==> config.mk <==
export PLATFORM = sky130hd
export DESIGN_NAME = psrst_soft_reset
export DESIGN_NICKNAME = d
export VERILOG_FILES = /design/src/include/psrst_pkg.sv /design/src/psrst_soft_reset.sv
export VERILOG_INCLUDE_DIRS = /design/src /design/src/include
export SDC_FILE = /design/constraint.sdc
export NUM_CORES = 1
export LEC_CHECK = 0
export BUFFER_PORTS_ARGS = -buffer_cell sky130_fd_sc_hd__buf_4
export CAP_MARGIN = 10
export CORE_UTILIZATION = 50
export CTS_CLUSTER_DIAMETER = 80
export DETAILED_ROUTE_END_ITERATION = 7
export GPL_TIMING_DRIVEN = 0
export PLACE_DENSITY_LB_ADDON = 0.08
export SYNTH_ARGS = -nofsm -noshare
export SYNTH_HDL_FRONTEND = slang
export SYNTH_SLANG_ARGS = --single-unit
export TNS_END_PERCENT = 1
==> constraint.sdc <==
create_clock -name clock -period 2.83 [get_ports clock]
set_input_delay 0.4245 -clock clock [delete_from_list [all_inputs] [get_ports clock]]
set_output_delay 0.4245 -clock clock [all_outputs]
set_load 0.02 [all_outputs]
==> src/include/psrst_consts.svh <==
// Timing and reset constants for the soft reset sequencer
`ifndef PSRST_CONSTS_SVH
`define PSRST_CONSTS_SVH
`define PSRST_CLK_PERIOD_NS 10
`define PSRST_SETTLE_NS 400
`define PSRST_SETTLE_CYC (`PSRST_SETTLE_NS / `PSRST_CLK_PERIOD_NS)
`define PSRST_PIPE_CYC 7
`define PSRST_GAP_NS 6
`define PSRST_GAP_CYC ((`PSRST_GAP_NS + `PSRST_CLK_PERIOD_NS - 1) / `PSRST_CLK_PERIOD_NS)
`define PSRST_RWR_NS 35
`define PSRST_RWR_CYC ((`PSRST_RWR_NS + `PSRST_CLK_PERIOD_NS - 1) / `PSRST_CLK_PERIOD_NS)
`define PSRST_CFG_DEFAULT 16'h8f1f
`define PSRST_ROW_START 13'h0000
`define PSRST_REFRESH_DIV 16'h0040
`endif

==> src/include/psrst_pkg.sv <==
// Types for the soft reset sequencer
package psrst_pkg;
  typedef enum logic [2:0] {
    PSRST_IDLE   = 3'b001,
    PSRST_ARMED  = 3'b010,
    PSRST_SETTLE = 3'b100
  } psrst_state_t;
  typedef struct packed {
    logic busy;
    logic standby;
    logic arrayInvalid;
    logic refreshOn;
  } psrst_status_t;
endpackage

==> src/psrst_soft_reset.sv <==
// Software reset sequencing for an octal serial pseudo-static DRAM
`timescale 1ns/1ps
`default_nettype none
`include "psrst_consts.svh"

module psrst_soft_reset #(
  parameter int ROW_W = 13,
  parameter int CFG_W = 16,
  parameter logic [15:0] REFRESH_DIV = `PSRST_REFRESH_DIV
) (
  // Clock and reset
  input wire logic clock,
  input wire logic nrst,
  // Transaction decode
  input wire logic resetCmd,
  input wire logic selectN,
  input wire logic cfgWrite,
  input wire logic [CFG_W-1:0] cfgWriteData,
  // Device state
  output logic [CFG_W-1:0] cfgValue,
  output logic [ROW_W-1:0] refreshRow,
  output logic refreshPulse,
  output psrst_pkg::psrst_status_t status
);
  import psrst_pkg::*;

  localparam logic [8:0] SETTLE_CYC = 9'(`PSRST_SETTLE_CYC);
  // Settle count less pin sync, state and status latency and pin phase
  localparam logic [8:0] SETTLE_LOAD = SETTLE_CYC - 9'(`PSRST_PIPE_CYC);

  // ----------------------------------------
  // Select pin synchroniser
  // ----------------------------------------
  logic [2:0] selSync_reg;
  logic selStable_reg;
  always_ff @(posedge clock or negedge nrst) begin
    if (!nrst) begin
      selSync_reg <= 3'h7;
    end else begin
      selSync_reg <= {selSync_reg[1:0], selectN};
    end
  end
  always_ff @(posedge clock or negedge nrst) begin
    if (!nrst) begin
      selStable_reg <= 1'b1;
    end else if (selSync_reg[1] == selSync_reg[2]) begin
      selStable_reg <= selSync_reg[2];
    end
  end
  logic selRise;
  assign selRise = (selSync_reg[1] == selSync_reg[2]) && selSync_reg[2] && !selStable_reg;

  // ----------------------------------------
  // Sequencer
  // ----------------------------------------
  psrst_state_t state_reg;
  logic [8:0] settleCnt_reg;
  always_ff @(posedge clock or negedge nrst) begin
    if (!nrst) begin
      state_reg <= PSRST_IDLE;
      settleCnt_reg <= 9'h000;
    end else begin
      unique case (state_reg)
        PSRST_IDLE: begin
          if (resetCmd) begin
            state_reg <= PSRST_ARMED;
          end
        end
        PSRST_ARMED: begin
          if (selRise) begin
            state_reg <= PSRST_SETTLE;
            settleCnt_reg <= SETTLE_LOAD;
          end
        end
        PSRST_SETTLE: begin
          if (settleCnt_reg == 9'h000) begin
            state_reg <= PSRST_IDLE;
          end else begin
            settleCnt_reg <= settleCnt_reg - 9'h001;
          end
        end
        default: begin
          state_reg <= PSRST_IDLE;
        end
      endcase
    end
  end
  logic inReset;
  assign inReset = (state_reg == PSRST_SETTLE);
  // A configuration write lands only while no reset is armed or settling
  function automatic logic writeOpen(input psrst_state_t s, input logic wr);
    return wr && (s == PSRST_IDLE);
  endfunction

  // ----------------------------------------
  // Configuration register
  // ----------------------------------------
  always_ff @(posedge clock or negedge nrst) begin
    if (!nrst) begin
      cfgValue <= CFG_W'(`PSRST_CFG_DEFAULT);
    end else if (inReset) begin
      cfgValue <= CFG_W'(`PSRST_CFG_DEFAULT);
    end else if (writeOpen(state_reg, cfgWrite)) begin
      cfgValue <= cfgWriteData;
    end
  end

  // ----------------------------------------
  // Self-refresh timer and row counter
  // ----------------------------------------
  logic [15:0] divCnt_reg;
  logic refreshTick;
  assign refreshTick = (divCnt_reg == 16'h0000);
  always_ff @(posedge clock or negedge nrst) begin
    if (!nrst) begin
      divCnt_reg <= 16'h0000;
    end else if (inReset) begin
      divCnt_reg <= REFRESH_DIV - 16'h0001;
    end else if (refreshTick) begin
      divCnt_reg <= REFRESH_DIV - 16'h0001;
    end else begin
      divCnt_reg <= divCnt_reg - 16'h0001;
    end
  end
  always_ff @(posedge clock or negedge nrst) begin
    if (!nrst) begin
      refreshRow <= ROW_W'(`PSRST_ROW_START);
      refreshPulse <= 1'b0;
    end else if (inReset) begin
      refreshRow <= ROW_W'(`PSRST_ROW_START);
      refreshPulse <= 1'b0;
    end else begin
      refreshPulse <= refreshTick;
      if (refreshTick) begin
        refreshRow <= refreshRow + ROW_W'(1);
      end
    end
  end

  // ----------------------------------------
  // Status
  // ----------------------------------------
  logic invalid_reg;
  always_ff @(posedge clock or negedge nrst) begin
    if (!nrst) begin
      invalid_reg <= 1'b0;
    end else if (inReset) begin
      invalid_reg <= 1'b1;
    end else if (writeOpen(state_reg, cfgWrite)) begin
      invalid_reg <= 1'b0;
    end
  end
  always_ff @(posedge clock or negedge nrst) begin
    if (!nrst) begin
      status <= '{busy: 1'b0, standby: 1'b1, arrayInvalid: 1'b0, refreshOn: 1'b1};
    end else begin
      status.busy <= inReset;
      status.standby <= !inReset && !(state_reg == PSRST_SETTLE);
      status.arrayInvalid <= inReset || invalid_reg;
      status.refreshOn <= !inReset;
    end
  end

  // ----------------------------------------
  // Refresh watch
  // ----------------------------------------
  logic [15:0] sinceRefresh_reg;
  always_ff @(posedge clock or negedge nrst) begin
    if (!nrst) begin
      sinceRefresh_reg <= 16'h0000;
    end else if (inReset || refreshPulse) begin
      sinceRefresh_reg <= 16'h0000;
    end else begin
      sinceRefresh_reg <= sinceRefresh_reg + 16'h0001;
    end
  end

  // ----------------------------------------
  // Checks
  // ----------------------------------------
  chk_settle_bound: assert property (@(posedge clock) disable iff (!nrst)
    (state_reg == PSRST_ARMED && selRise) |-> ##[2:37] status.standby)
    else $error("soft reset did not finish in time");
  chk_cfg_default: assert property (@(posedge clock) disable iff (!nrst)
    inReset |=> (cfgValue == CFG_W'(`PSRST_CFG_DEFAULT)))
    else $error("config not at default after reset");
  chk_refresh_halt: assert property (@(posedge clock) disable iff (!nrst)
    inReset |=> (!refreshPulse && refreshRow == ROW_W'(`PSRST_ROW_START)))
    else $error("refresh active during reset");
  chk_refresh_resume: assert property (@(posedge clock) disable iff (!nrst)
    $fell(inReset) |-> ##[1:300] refreshPulse)
    else $error("refresh did not resume");
  chk_row_restart: assert property (@(posedge clock) disable iff (!nrst)
    $fell(inReset) |-> ##[1:300]
      (refreshPulse && refreshRow == ROW_W'(`PSRST_ROW_START) + ROW_W'(1)))
    else $error("refresh row did not restart");
  chk_status_settle: assert property (@(posedge clock) disable iff (!nrst)
    inReset |=> (status.busy && status.arrayInvalid && !status.refreshOn))
    else $error("status not showing reset in progress");
  chk_standby_back: assert property (@(posedge clock) disable iff (!nrst)
    $fell(inReset) |=> (status.standby && !status.busy))
    else $error("standby not shown after reset");
  chk_idle_standby: assert property (@(posedge clock) disable iff (!nrst)
    (state_reg != PSRST_SETTLE && $past(state_reg) != PSRST_SETTLE) |-> status.standby)
    else $error("standby lost outside reset");
  chk_refresh_gap: assert property (@(posedge clock) disable iff (!nrst)
    !inReset |-> (sinceRefresh_reg <= REFRESH_DIV))
    else $error("self-refresh stalled");
  chk_pulse_single: assert property (@(posedge clock) disable iff (!nrst)
    refreshPulse |=> !refreshPulse)
    else $error("refresh pulse longer than one cycle");
  chk_row_step: assert property (@(posedge clock) disable iff (!nrst)
    refreshPulse |-> (refreshRow == $past(refreshRow) + ROW_W'(1)))
    else $error("refresh row did not advance by one");
endmodule
`default_nettype wire

==> impl_metrics.toml <==
[global_route]
antenna_found_initial = 0
grt-ovfl-total = 0
grt_pass1_vias = 2169
grt_pass1_wl_microns = 10000
gr-usage-all-layers_pct = 21.1
grt_max_degree = 67

[place]
io_buffers = 54
dp_slack_ns = 0.447
place_congestion = 0.802
dp_hpwl_microns = 3810
dp_cells = 393

[timing]
finClkSkew_ns = 0.0104
max_freq_mhz = 420
hold_violations = 0
setup_violations = 0
fin_tns_setup_ns = 0
fin_crit_sh_pct = 84.1
fin_ws_ns = 0.449
max_slew_margin_pct = 46.2
hold_slack_ns = 0.176
rsz0062_at_grt = "false"
worstMarginPinSlew_ns = 0.807
fin_crit_ns = 2.38
drv_slew = 0

[final_layout]
diodes = 0
drive_above_1_share_pct = 27.3
final_nets = 357
nFillCells = 469
stdcell_count = 409
seq_area_sq_um = 1670
mostFrequentLayoutCells = "buf_4, dfrtp_1, nor2_1"
syn_to_final_growth_pct = 22.9
final_util_pct = 64.5
final_common_cell = "buf_4"
multiInputGateArea_sq_um = 1190

[drt]
avgViaCountPerCell = 5.46
drt_iter0_drc = 130
drt_wl_total_microns = 5650
wl_per_cell_microns = 13.8
drt_first_pass_iters = 5
ant_nets = 0
drc_errors = 0
vias = 2235

[clock_network]
cts_sinks = 66
h-tree-depth = 3
cts.path.max_buffers = 2
cts-hold-fix-buffers = 0
insertion_delay_ns = 0.33
cts.root.buffer_cell = "clkbuf_8"
cts_resized = 0
cts-buffers-inserted = 9
path_clk_slew_ns = 0.07
post-cts-setup-buffer-count = 0
cts_tree = "done"

[outcome]
status = "finished clean"

[setup_path]
path_max_fanout = 10
worstPathCellList = "inv_1 > ha_1 > nor4b_2 > nand4_1 > clkbuf_1 > clkbuf_1 > nand2_1 > nor2_1"
crit_type = "register to register"
r2r-start = "divCnt_reg[0]"
r2r_slack_ns = 0.45
startpoint_type = "register"
worstPathRequired_ns = 3.03
r2r_cells = 8
critPathTopFamily = "simple AND/OR/NAND/NOR gates"
critPathMostFrequentCell = "clkbuf_1"
r2r_end = "divCnt_reg[7]"
crit_path_end_kind = "register"
worst_ep_arrival_time_ns = 2.58
cp_num_buf_inv = 3
max_stage_delay_ns = 0.40
slowest_stage = "dfrtp_1"

[synthesis]
synth-seq-area-share_pct = 57.2
syn_avg_cell_area_sq_um = 10.9
synth_top_area_cell = "dfrtp_1"
synth-seq-cells = 66
netlist_top_cells_area = "dfrtp_1, dfstp_2, a21oi_1"
synth.distinct_cells = 42
syn-num-nets = 292
synth_top_area_share_pct = 42.8
synth.cell_area_sq_um = 2920
yosysWarnings = 0
syn-instance-count = 267

[floorplanning]
ios = 55
die_y_microns = 78.5
placementRows = 27
dieArea_sq_um = 6160
core-area_sq_um = 5570
floorplan.initialDensity_pct = 52.4
dieWidth_microns = 78.5

[flow_run]
maxCapViolCount = 0

[power_and_ir_drop]
ir_worst_vdd_v = 0.000605
p_leak_nw = 1.63
power.density_nw_per_um2 = 922

[worst_hold_path]
hold_class = "input port to async pin"
## worst reg2reg max path: cells and delay by family, from the launching register on
kind	cells	cell delay, ns
buf+inv	3	0.60
fa+ha+maj	1	0.22
simple gates	4	1.03
flops	1	0.40
## per-layer routing
metal  vias to the layer above  global-route usage, %  part of all wire, %
met5                         -                      0                    0
met4                         0                   10.4                  1.6
met3                         8                   5.00                  4.6
met2                        51                   31.2                   44
met1                      1064                   29.2                   49
li1                       1112                      -                    -
## cell families after synthesis
kind of cell,after synthesis,synth area share [%]
DFF,66,57.2
AOI/OAI and AO/OA,56,12.7
adders and majority gates,4,1.71
xor gates and xnor gates,11,3.30
and+or+nand+nor,111,21.4
muxes,5,1.76
buffers and inverters,14,1.93
## how the worst max path moves through the flow
stage,slack [ns],start,cells past startpoint,endpoint
2_1_floorplan,0.85,divCnt_reg[6],4,divCnt_reg[13]
5_1_grt,0.16,divCnt_reg[0],8,divCnt_reg[7]
4_1_cts,0.43,divCnt_reg[0],8,divCnt_reg[11]
6_report,0.45,divCnt_reg[0],8,divCnt_reg[7]
3_3_place_gp,0.46,divCnt_reg[0],8,divCnt_reg[8]
3_5_place_dp,0.45,divCnt_reg[0],8,divCnt_reg[7]
## area by class of cell
class / instances / area share [%]
Sequential cell: 66 / 46.5
Tap cell: 72 / 2.51
Multi-Input combinational cell: 187 / 33.3
Buffer: 7 / 0.836
Timing Repair Buffer: 54 / 11.3
Clock buffer: 13 / 4.46
Inverter: 7 / 0.731
Clock inverter: 3 / 0.418
## synth_stat cells (all sizes together)
library cell  instances
inv                   7
or2                   1
buf                   1
nand2b                5
nor4                  6
or4                   7
nor2b                 2
or4b                  1
xnor2                 7
nor2                 21
nand3                11
ha                    4
dfstp                16
a31oi                 2
mux2                  1
and3b                 1
nand4                 5
nor3                  8
o22a                 10
or3                  13
nand2                18
xor2                  4
and2                  2
a22o                  6
and4                  3
dfrtp                50
and3                  4
o211ai                1
a21oi                18
o31ai                 6
mux2i                 4
o21ai                 9
nor4b                 1
o21a                  4
nor3b                 1
clkbuf                6
nand3b                1
## per-stage QoR
step	instance area [sq um]	power (mW)
floorplan	2920	2.24
global placement	3420	2.59
detailed placement	3420	2.62
CTS	3590	3.34
global route	3590	3.56
finish	3590	3.31
## power by group
group          total [mW]  switching, mW  internal, mW  leakage [nW]
Sequential           1.55          0.266          1.28         0.824
Combinational        1.05          0.549         0.504         0.714
Clock               0.711          0.343         0.368        0.0923
Total                3.31           1.16          2.15          1.63
Note: power is estimated with default switching activity, not from simulation.
